## src/inc/fsp_pkg.sv

```systemverilog
`default_nettype none

package fsp_pkg;

    // ------------------------------------------------------------------
    // command codes
    // ------------------------------------------------------------------
    localparam logic [7:0] CMD_SCRATCH_0     = 8'hb0;
    localparam logic [7:0] CMD_SCRATCH_1     = 8'hb1;
    localparam logic [7:0] CMD_SCRATCH_2     = 8'hb2;
    localparam logic [7:0] CMD_SCRATCH_3     = 8'hb3;
    localparam logic [7:0] CMD_SCRATCH_4     = 8'hb4;
    localparam logic [7:0] CMD_LINE_RESPONSE = 8'hd5;

    // ------------------------------------------------------------------
    // sizes
    // ------------------------------------------------------------------
    localparam int SCRATCH_WORDS = 5;
    localparam int WORD_W        = 16;
    localparam int BYTE_W        = 8;

    // ------------------------------------------------------------------
    // values after reset
    // ------------------------------------------------------------------
    localparam logic [7:0]  RESPONSE_RESET     = 8'hc0;
    localparam logic [15:0] SCRATCH_USER_RESET = 16'h0000;
    // words 0..2 have no defined default; a plain value is used
    localparam logic [15:0] SCRATCH_OEM_RESET  = 16'h0000;

    // ------------------------------------------------------------------
    // response setting values and decode field
    // ------------------------------------------------------------------
    localparam logic [7:0] RESPONSE_INHIBIT = 8'hc0;
    localparam logic [7:0] RESPONSE_IGNORE  = 8'h00;
    localparam int         RESPONSE_SEL_HI  = 7;
    localparam int         RESPONSE_SEL_LO  = 6;

    // ------------------------------------------------------------------
    // propagate mask bit positions
    // ------------------------------------------------------------------
    localparam int MASK_W          = 5;
    localparam int MASK_INPUT_OV   = 4;
    localparam int MASK_OUTPUT_OC  = 2;
    localparam int MASK_OUTPUT_UV  = 1;
    localparam int MASK_OUTPUT_OV  = 0;

    // ------------------------------------------------------------------
    // channel configuration bit that mutes the alert
    // ------------------------------------------------------------------
    localparam int CHAN_CFG_W          = 8;
    localparam int CHAN_CFG_ALERT_MUTE = 1;

    // ------------------------------------------------------------------
    // shared line observer states
    // ------------------------------------------------------------------
    typedef enum logic [1:0] {
        FSP_LINE_RELEASED,
        FSP_LINE_OWN_DRIVE,
        FSP_LINE_EXT_LOW
    } fsp_line_e;

endpackage : fsp_pkg

`default_nettype wire

```

## src/hdl/fsp_line_sense.sv

```systemverilog
`default_nettype none

module fsp_line_sense
    import fsp_pkg::*;
(
    // clock and reset
    input  wire logic sys_clk,
    input  wire logic sys_rst,
    // shared line
    input  wire logic line_in,
    input  wire logic own_drive,
    // observations
    output logic      ext_low
);

    // ------------------------------------------------------------------
    // observer state
    // ------------------------------------------------------------------
    fsp_line_e state_q;
    fsp_line_e state_d;

    // while we pull the line ourselves an outside low cannot be seen
    always_comb begin
        state_d = state_q;
        unique case (state_q)
            FSP_LINE_RELEASED: begin
                if (own_drive) begin
                    state_d = FSP_LINE_OWN_DRIVE;
                end else if (!line_in) begin
                    state_d = FSP_LINE_EXT_LOW;
                end
            end
            FSP_LINE_OWN_DRIVE: begin
                if (!own_drive && !line_in) begin
                    state_d = FSP_LINE_EXT_LOW;
                end else if (!own_drive) begin
                    state_d = FSP_LINE_RELEASED;
                end
            end
            FSP_LINE_EXT_LOW: begin
                if (own_drive) begin
                    state_d = FSP_LINE_OWN_DRIVE;
                end else if (line_in) begin
                    state_d = FSP_LINE_RELEASED;
                end
            end
            default: begin
                state_d = FSP_LINE_RELEASED;
            end
        endcase
    end

    always_ff @(posedge sys_clk) begin
        if (sys_rst) begin
            state_q <= FSP_LINE_RELEASED;
        end else begin
            state_q <= state_d;
        end
    end

    assign ext_low = (state_q == FSP_LINE_EXT_LOW);

endmodule // fsp_line_sense

`default_nettype wire

```

## src/hdl/fsp_fault_share.sv

```systemverilog
`default_nettype none

module fsp_fault_share
    import fsp_pkg::*;
#(
    parameter int N_WORDS = SCRATCH_WORDS
) (
    // clock and reset
    input  wire logic                  sys_clk,
    input  wire logic                  sys_rst,

    // command port behind the serial interface
    input  wire logic [7:0]            cmd_code,
    input  wire logic                  cmd_wr,
    input  wire logic [WORD_W-1:0]     cmd_wr_data,
    input  wire logic                  cmd_rd,
    output logic      [WORD_W-1:0]     cmd_rd_data,
    output logic                       cmd_rd_valid,
    output logic                       cmd_unsupported,

    // propagate mask
    input  wire logic                  share_input_overvoltage_en,
    input  wire logic                  share_output_overcurrent_en,
    input  wire logic                  share_output_undervoltage_en,
    input  wire logic                  share_output_overvoltage_en,

    // channel configuration and status clearing
    input  wire logic [CHAN_CFG_W-1:0] channel_configuration,
    input  wire logic                  clear_faults,

    // fault sources from the supervisors
    input  wire logic                  input_overvoltage_fault,
    input  wire logic                  output_overcurrent_fault,
    input  wire logic                  output_undervoltage_fault,
    input  wire logic                  output_overvoltage_fault,
    input  wire logic                  output_steady_on,

    // shared open-drain fault line
    input  wire logic                  fault_line_in,
    output logic                       fault_line_out,
    output logic                       fault_line_oe,

    // power stage
    output logic                       power_output_tristate,

    // status and alert
    output logic                       other_fault_summary_bit,
    output logic                       status_word_mfr_bit,
    output logic                       status_mfr_fault_line_bit,
    output logic                       alert_out,
    output logic                       alert_oe
);

    // ------------------------------------------------------------------
    // register file state
    // ------------------------------------------------------------------
    logic [WORD_W-1:0] scratch_q [N_WORDS];
    logic [WORD_W-1:0] scratch_d [N_WORDS];
    logic [BYTE_W-1:0] response_q;
    logic [BYTE_W-1:0] response_d;
    logic [WORD_W-1:0] rd_data_q;
    logic [WORD_W-1:0] rd_data_d;
    logic              rd_valid_q;
    logic              rd_valid_d;
    logic              unsup_q;
    logic              unsup_d;

    // ------------------------------------------------------------------
    // command decode
    // ------------------------------------------------------------------
    logic              hit_response;
    logic              hit_scratch;
    logic [2:0]        scratch_idx;

    always_comb begin
        hit_response = (cmd_code == CMD_LINE_RESPONSE);
        hit_scratch  = 1'b0;
        scratch_idx  = 3'd0;
        unique case (cmd_code)
            CMD_SCRATCH_0: begin
                hit_scratch = 1'b1;
                scratch_idx = 3'd0;
            end
            CMD_SCRATCH_1: begin
                hit_scratch = 1'b1;
                scratch_idx = 3'd1;
            end
            CMD_SCRATCH_2: begin
                hit_scratch = 1'b1;
                scratch_idx = 3'd2;
            end
            CMD_SCRATCH_3: begin
                hit_scratch = 1'b1;
                scratch_idx = 3'd3;
            end
            CMD_SCRATCH_4: begin
                hit_scratch = 1'b1;
                scratch_idx = 3'd4;
            end
            default: ;
        endcase
    end

    // ------------------------------------------------------------------
    // register writes
    // ------------------------------------------------------------------
    // a one-byte setting takes the low byte of the written word
    always_comb begin
        response_d = response_q;
        if (cmd_wr && hit_response) begin
            response_d = cmd_wr_data[BYTE_W-1:0];
        end
    end

    generate
        for (genvar i = 0; i < N_WORDS; i++) begin : g_scratch
            always_comb begin
                scratch_d[i] = scratch_q[i];
                if (cmd_wr && hit_scratch && (scratch_idx == 3'(i))) begin
                    scratch_d[i] = cmd_wr_data;
                end
            end

            // words 3 and 4 reset to zero, the others to a plain value
            always_ff @(posedge sys_clk) begin
                if (sys_rst) begin
                    scratch_q[i] <= (i >= 3) ? SCRATCH_USER_RESET
                                             : SCRATCH_OEM_RESET;
                end else begin
                    scratch_q[i] <= scratch_d[i];
                end
            end
        end
    endgenerate

    // ------------------------------------------------------------------
    // read answer, one cycle after the strobe
    // ------------------------------------------------------------------
    always_comb begin
        rd_data_d  = '0;
        rd_valid_d = 1'b0;
        unsup_d    = 1'b0;
        if (cmd_rd || cmd_wr) begin
            if (!(hit_response || hit_scratch)) begin
                unsup_d = 1'b1;
            end
        end
        if (cmd_rd) begin
            rd_valid_d = 1'b1;
            if (hit_response) begin
                rd_data_d = {{(WORD_W-BYTE_W){1'b0}}, response_q};
            end else if (hit_scratch) begin
                rd_data_d = scratch_q[scratch_idx];
            end
        end
    end

    always_ff @(posedge sys_clk) begin
        if (sys_rst) begin
            response_q <= RESPONSE_RESET;
            rd_data_q  <= '0;
            rd_valid_q <= 1'b0;
            unsup_q    <= 1'b0;
        end else begin
            response_q <= response_d;
            rd_data_q  <= rd_data_d;
            rd_valid_q <= rd_valid_d;
            unsup_q    <= unsup_d;
        end
    end

    assign cmd_rd_data     = rd_data_q;
    assign cmd_rd_valid    = rd_valid_q;
    assign cmd_unsupported = unsup_q;

    // ------------------------------------------------------------------
    // fault propagation onto the shared line
    // ------------------------------------------------------------------
    logic [MASK_W-1:0] share_mask;
    logic [MASK_W-1:0] source_active;
    logic              uv_qualified;
    logic              line_drive_q;
    logic              line_drive_d;

    // undervoltage during ramp or off is expected, not a fault
    assign uv_qualified = output_undervoltage_fault
                        & output_steady_on;

    always_comb begin
        share_mask                 = '0;
        share_mask[MASK_INPUT_OV]  = share_input_overvoltage_en;
        share_mask[MASK_OUTPUT_OC] = share_output_overcurrent_en;
        share_mask[MASK_OUTPUT_UV] = share_output_undervoltage_en;
        share_mask[MASK_OUTPUT_OV] = share_output_overvoltage_en;
        source_active                 = '0;
        source_active[MASK_INPUT_OV]  = input_overvoltage_fault;
        source_active[MASK_OUTPUT_OC] = output_overcurrent_fault;
        source_active[MASK_OUTPUT_UV] = uv_qualified;
        source_active[MASK_OUTPUT_OV] = output_overvoltage_fault;
    end

    // level follow: released the cycle after the last enabled source ends
    always_comb begin
        line_drive_d = |(share_mask & source_active);
    end

    always_ff @(posedge sys_clk) begin
        if (sys_rst) begin
            line_drive_q <= 1'b0;
        end else begin
            line_drive_q <= line_drive_d;
        end
    end

    assign fault_line_out = 1'b0;
    assign fault_line_oe  = line_drive_q;

    // ------------------------------------------------------------------
    // outside low detection
    // ------------------------------------------------------------------
    logic ext_low;

    fsp_line_sense u_line_sense (
        .sys_clk   (sys_clk),
        .sys_rst   (sys_rst),
        .line_in   (fault_line_in),
        .own_drive (line_drive_q),
        .ext_low   (ext_low)
    );

    // ------------------------------------------------------------------
    // reaction to an outside low
    // ------------------------------------------------------------------
    logic inhibit_mode;
    logic tristate_q;
    logic tristate_d;

    // only the two top bits select; 0xc0 inhibits, 0x00 ignores
    assign inhibit_mode =
        &response_q[RESPONSE_SEL_HI:RESPONSE_SEL_LO];

    always_comb begin
        tristate_d = ext_low && inhibit_mode;
    end

    always_ff @(posedge sys_clk) begin
        if (sys_rst) begin
            tristate_q <= 1'b0;
        end else begin
            tristate_q <= tristate_d;
        end
    end

    assign power_output_tristate = tristate_q;

    // ------------------------------------------------------------------
    // sticky status and alert
    // ------------------------------------------------------------------
    logic other_q;
    logic other_d;
    logic word_mfr_q;
    logic word_mfr_d;
    logic mfr_line_q;
    logic mfr_line_d;
    logic alert_q;
    logic alert_d;
    logic alert_mute;

    assign alert_mute = channel_configuration[CHAN_CFG_ALERT_MUTE];

    // set is the held level, so a clear during a held low is undone at
    // once; set wins over clear in the same cycle
    always_comb begin
        other_d    = other_q;
        word_mfr_d = word_mfr_q;
        mfr_line_d = mfr_line_q;
        alert_d    = alert_q;
        if (clear_faults) begin
            other_d    = 1'b0;
            word_mfr_d = 1'b0;
            mfr_line_d = 1'b0;
            alert_d    = 1'b0;
        end
        if (ext_low) begin
            other_d    = 1'b1;
            word_mfr_d = 1'b1;
            mfr_line_d = 1'b1;
            if (!alert_mute) begin
                alert_d = 1'b1;
            end
        end
    end

    always_ff @(posedge sys_clk) begin
        if (sys_rst) begin
            other_q    <= 1'b0;
            word_mfr_q <= 1'b0;
            mfr_line_q <= 1'b0;
            alert_q    <= 1'b0;
        end else begin
            other_q    <= other_d;
            word_mfr_q <= word_mfr_d;
            mfr_line_q <= mfr_line_d;
            alert_q    <= alert_d;
        end
    end

    assign other_fault_summary_bit   = other_q;
    assign status_word_mfr_bit       = word_mfr_q;
    assign status_mfr_fault_line_bit = mfr_line_q;

    // alert is open drain, active low
    assign alert_out = 1'b0;
    assign alert_oe  = alert_q;

endmodule // fsp_fault_share

`default_nettype wire

```

## config.mk

```make
export PLATFORM = sky130hd
export DESIGN_NAME = fsp_fault_share
export DESIGN_NICKNAME = d
export VERILOG_FILES = /design/src/inc/fsp_pkg.sv /design/src/hdl/fsp_line_sense.sv /design/src/hdl/fsp_fault_share.sv
export SDC_FILE = /design/constraint.sdc
export NUM_CORES = 1
export LEC_CHECK = 0
export BUFFER_PORTS_ARGS = -buffer_cell sky130_fd_sc_hd__buf_4
export CAP_MARGIN = 20
export CORE_MARGIN = 3
export CORE_UTILIZATION = 25
export DETAILED_ROUTE_END_ITERATION = 10
export GPL_TIMING_DRIVEN = 0
export MAX_ROUTING_LAYER = met4
export PLACE_DENSITY_LB_ADDON = 0.05
export SYNTH_ARGS = -nofsm -noshare
export SYNTH_HDL_FRONTEND = slang
export SYNTH_SLANG_ARGS = --single-unit
```

## constraint.sdc

```tcl
create_clock -name sys_clk -period 2.2 [get_ports sys_clk]
set_input_delay 0.22 -clock sys_clk [delete_from_list [all_inputs] [get_ports sys_clk]]
set_output_delay 0.22 -clock sys_clk [all_outputs]
set_load 0.01 [all_outputs]
```

==> out/qor.txt <==
LOGIC SYNTHESIS
----------------------------------------------------------------------------------------------------
Synth Register Bits                                                                              112
Unique masters post-synth                                                                         50
Largest cells by area after synthesis                                                   sky130_fd_sc_hd__edfxtp_1 43%, sky130_fd_sc_hd__dfxtp_1 11%, sky130_fd_sc_hd__and2_1 7.2%
Most area-hungry cell type in the Yosys netlist                                         sky130_fd_sc_hd__edfxtp_1
Number of flops mapped to enable cells by yosys                                                   80
Instance count of the mapped netlist                                                             460
Avg Cell Area, Syn                                                                          12.2 µm²
Sequential share of the synthesized area                                                       54.2%
Share of the synthesized area in the top cell type                                             42.8%
Count of warnings emitted by yosys                                                                 0
Share of flip-flops with an asynchronous set or reset after synthesis                             0%
Area of the mapped netlist                                                                  5620 µm²
Leading register cell type out of synthesis                                             sky130_fd_sc_hd__edfxtp_1

LAYOUT
----------------------------------------------------------------------------------------------------
Most common cell after layout, fill and taps aside                                      sky130_fd_sc_hd__edfxtp_1
Footprint of the multi-input gates                                                          2270 µm²
Layout overhead on the synthesized area                                                        19.8%
Most frequent cells in the layout                                                       80 x sky130_fd_sc_hd__edfxtp_1, 70 x sky130_fd_sc_hd__buf_4, 65 x sky130_fd_sc_hd__and2_1
Filler cell count                                                                               2235
Core Util, Final                                                                               30.6%
Total Nets Final                                                                                 581
Fraction of layout cells with a size suffix above 1                                            26.7%
Register area                                                                               3040 µm²

STA
----------------------------------------------------------------------------------------------------
Clock Skew                                                                                0.00521 ns
Number of max-slew violations in the final report                                                  0
RSZ-0062 raised after global routing                                                           false
Final critical path time including I/O delays and setup                                      2.02 ns
Hold Fails Final Rpt                                                                               0
Maximum achievable frequency                                                                 495 MHz
Relative max-transition margin                                                                 44.1%
Total Negative Setup Slacks                                                                     0 ns
Hold_ws                                                                                    0.0310 ns
Final worst-path cycle share                                                                   91.7%
Worst-Margin Slew                                                                           0.838 ns
Final-report setup violation count                                                                 0

GRT
----------------------------------------------------------------------------------------------------
Number of global-route vias before repair                                                       4024
Residual overflow from global routing                                                              0
Wire length of the first global-routing pass                                                27100 µm
Global-route usage over all layers                                                             15.8%
Number of antenna violations at the first check in global routing                                  2
Maximum number of pins on one net before global-route repair                                      17

RUN
----------------------------------------------------------------------------------------------------
Reported max-cap violation count                                                                   0

POWER
----------------------------------------------------------------------------------------------------
Net switching power of the design                                                            1.07 mW
Sequential power share                                                                         53.3%
Worst IR Drop VDD                                                                           0.352 mV
P per Cell Area                                                                           660 nW/µm²
Final Power                                                                                  4.44 mW
Part of the power in the clock network                                                         36.4%
Cell-internal power                                                                          3.37 mW
Comb power frac                                                                                10.2%
Switching share of power                                                                       24.1%
Leakage Power                                                                                2.37 nW

ROUTING
----------------------------------------------------------------------------------------------------
Post-DR vias/cell                                                                               4.97
Final antenna-violating net count                                                                  0
Total vias in the final route                                                                   4079
Number of DRC markers after the initial detailed-route iteration                                 310
WL/cell                                                                                      22.4 µm
Max Used Layer                                                                                  met4
First-pass DRT Iterations                                                                          5
Sum of met3 wire segment lengths after detailed routing                                       686 µm
Detailed-route DRC error count                                                                     0
Wire length the detailed router placed on met1                                               9660 µm
Total detailed-routing wirelength                                                           18400 µm
Total met2 wirelength after detailed routing                                                 7750 µm

WORST SETUP PATH
----------------------------------------------------------------------------------------------------
Signal arrival time at the worst endpoint                                                    1.95 ns
Crit Path Class                                                                         primary input to flop
Biggest fanout along the worst timing path                                                        16
Data required, critical path                                                                 2.14 ns
Setup crit start kind                                                                   primary input
Nature of the critical path endpoint                                                            flop

FLOORPLAN
----------------------------------------------------------------------------------------------------
Die span in x                                                                                 156 µm
Floorplan Core Area                                                                        22000 µm²
Top Ports                                                                                         73
Count of standard-cell rows                                                                       54
Chip Height                                                                                   156 µm
Die area                                                                                   24300 µm²
Starting density of the core                                                                   25.6%

CTS
----------------------------------------------------------------------------------------------------
Clock insertion delay at the later pin of the skew report                                    0.36 ns
Clock tree from TritonCTS                                                                        yes
Clock root cell                                                                         sky130_fd_sc_hd__clkbuf_16
CTS H-Tree Depth                                                                                   3
Buffer levels on the longest clock path                                                            2
Number of sinks driven by the clock tree                                                         112
Number of buffers inserted to repair setup after CTS                                               0
TritonCTS buffer count                                                                             9
Clock-pin slew reported for the worst setup and hold paths after clock tree synthesis        0.07 ns

MIN PATH
----------------------------------------------------------------------------------------------------
Class of the worst hold path                                                            primary input to flop

OUTCOME
----------------------------------------------------------------------------------------------------
Result of the run                                                                       complete, no violations

PLACEMENT
----------------------------------------------------------------------------------------------------
Number of port buffers                                                                            62
HPWL reported at the end of detailed placement                                              13700 µm
Weighted congestion reported at the end of routability-driven placement                        0.824

==> cell type report <==
class                      count  share of cell area, %
antenna                        1                 0.0372
buffer                        49                   3.85
clock buffer                  14                   4.07
clock inverter                 2                  0.167
inverter                      14                  0.781
multi-input combinational    286                   33.7
sequential                   112                   45.2
tap                          280                   5.21
timing repair buffer          62                   6.92
==> sequential cells by signal, indices dropped and copies added (netlist names) <==
| signal | flops |
|---|---|
| response_q | 8 |
| status_mfr_fault_line_bit | 1 |
| power_output_tristate | 1 |
| cmd_unsupported | 1 |
| cmd_rd_valid | 1 |
| fault_line_oe | 1 |
| cmd_rd_data | 16 |
| scratch_q | 80 |
| alert_oe | 1 |
| u_line_sense.state_q | 2 |
==> power groups by stage <==
stage	clock network [mW]	logic, mW	registers (mW)
2_1_floorplan	0	0.235	2.40
3_3_place_gp	0	0.455	2.41
3_5_place_dp	0	0.454	2.42
4_1_cts	1.67	0.456	2.37
5_1_grt	1.74	0.489	2.37
6_report	1.62	0.454	2.37
==> what timing repair did <==
item / CTS / global route
gates resized for setup: 0 / 2
hold buffers: 0 / 0
endpoints found under the setup margin: 0 / 32
==> per-layer routing <==
metal  vias up  global-route usage, %
li1       1935                      -
met1      2021                   23.8
met2       106                   21.7
met3        17                   1.97
met4         0                   5.13
met5         -                      -
==> cell families after synthesis <==
family	synth area share (%)
buffers and inverters	5.55
and+or+nand+nor	25.2
muxes	1.60
DFF	54.2
other	0.0668
AOI/OAI and AO/OA	13.4
==> cells in the mapped netlist, types with 5 or more instances <==
cell / count
sky130_fd_sc_hd__a21oi_1: 24
sky130_fd_sc_hd__a221oi_1: 8
sky130_fd_sc_hd__a22oi_1: 8
sky130_fd_sc_hd__a31o_2: 8
sky130_fd_sc_hd__a32oi_1: 8
sky130_fd_sc_hd__and2_1: 65
sky130_fd_sc_hd__and3b_1: 8
sky130_fd_sc_hd__buf_2: 16
sky130_fd_sc_hd__buf_4: 8
sky130_fd_sc_hd__clkbuf_1: 18
sky130_fd_sc_hd__dfxtp_1: 32
sky130_fd_sc_hd__edfxtp_1: 80
sky130_fd_sc_hd__inv_1: 11
sky130_fd_sc_hd__mux2_2: 8
sky130_fd_sc_hd__nand2b_1: 5
sky130_fd_sc_hd__nand4_1: 16
sky130_fd_sc_hd__nor2b_1: 10
sky130_fd_sc_hd__nor3b_1: 15
sky130_fd_sc_hd__nor3b_2: 9
sky130_fd_sc_hd__nor4bb_1: 22
sky130_fd_sc_hd__o2111ai_1: 8
sky130_fd_sc_hd__o211ai_1: 8
sky130_fd_sc_hd__o221ai_1: 8
sky130_fd_sc_hd__o32ai_1: 8
==> final timing paths <==
path / start / to / slack, ns / cells past startpoint
setup / recovery: cmd_code[3] / scratch_q[4][15] / 0.18 / 6
setup reg to reg: scratch_q[1][12] / cmd_rd_data[12] / 0.79 / 3
hold / removal: fault_line_in / u_line_sense.state_q[1] / 0.03 / 2
hold reg to reg: fault_line_oe / u_line_sense.state_q[1] / 0.46 / 1
==> critical path, cell delays in order <==
cell,delay [ns]
sky130_fd_sc_hd__buf_4,0.09
sky130_fd_sc_hd__clkbuf_2,0.26
sky130_fd_sc_hd__clkinv_1,0.43
sky130_fd_sc_hd__nand4_4,0.30
sky130_fd_sc_hd__buf_6,0.20
sky130_fd_sc_hd__nand2_1,0.45
==> stage by stage <==
stage | instances | instance area [µm²] | worst slack, ns
finish | 820 | 6730 | 0.182
global route | 819 | 6720 | 0.0546
CTS | 819 | 6720 | 0.0201
detailed placement | 803 | 6430 | -0.353
global placement | 803 | 6430 | -0.332
floorplan | 461 | 5620 | 0.406
Power figures use the tool's default switching activity.
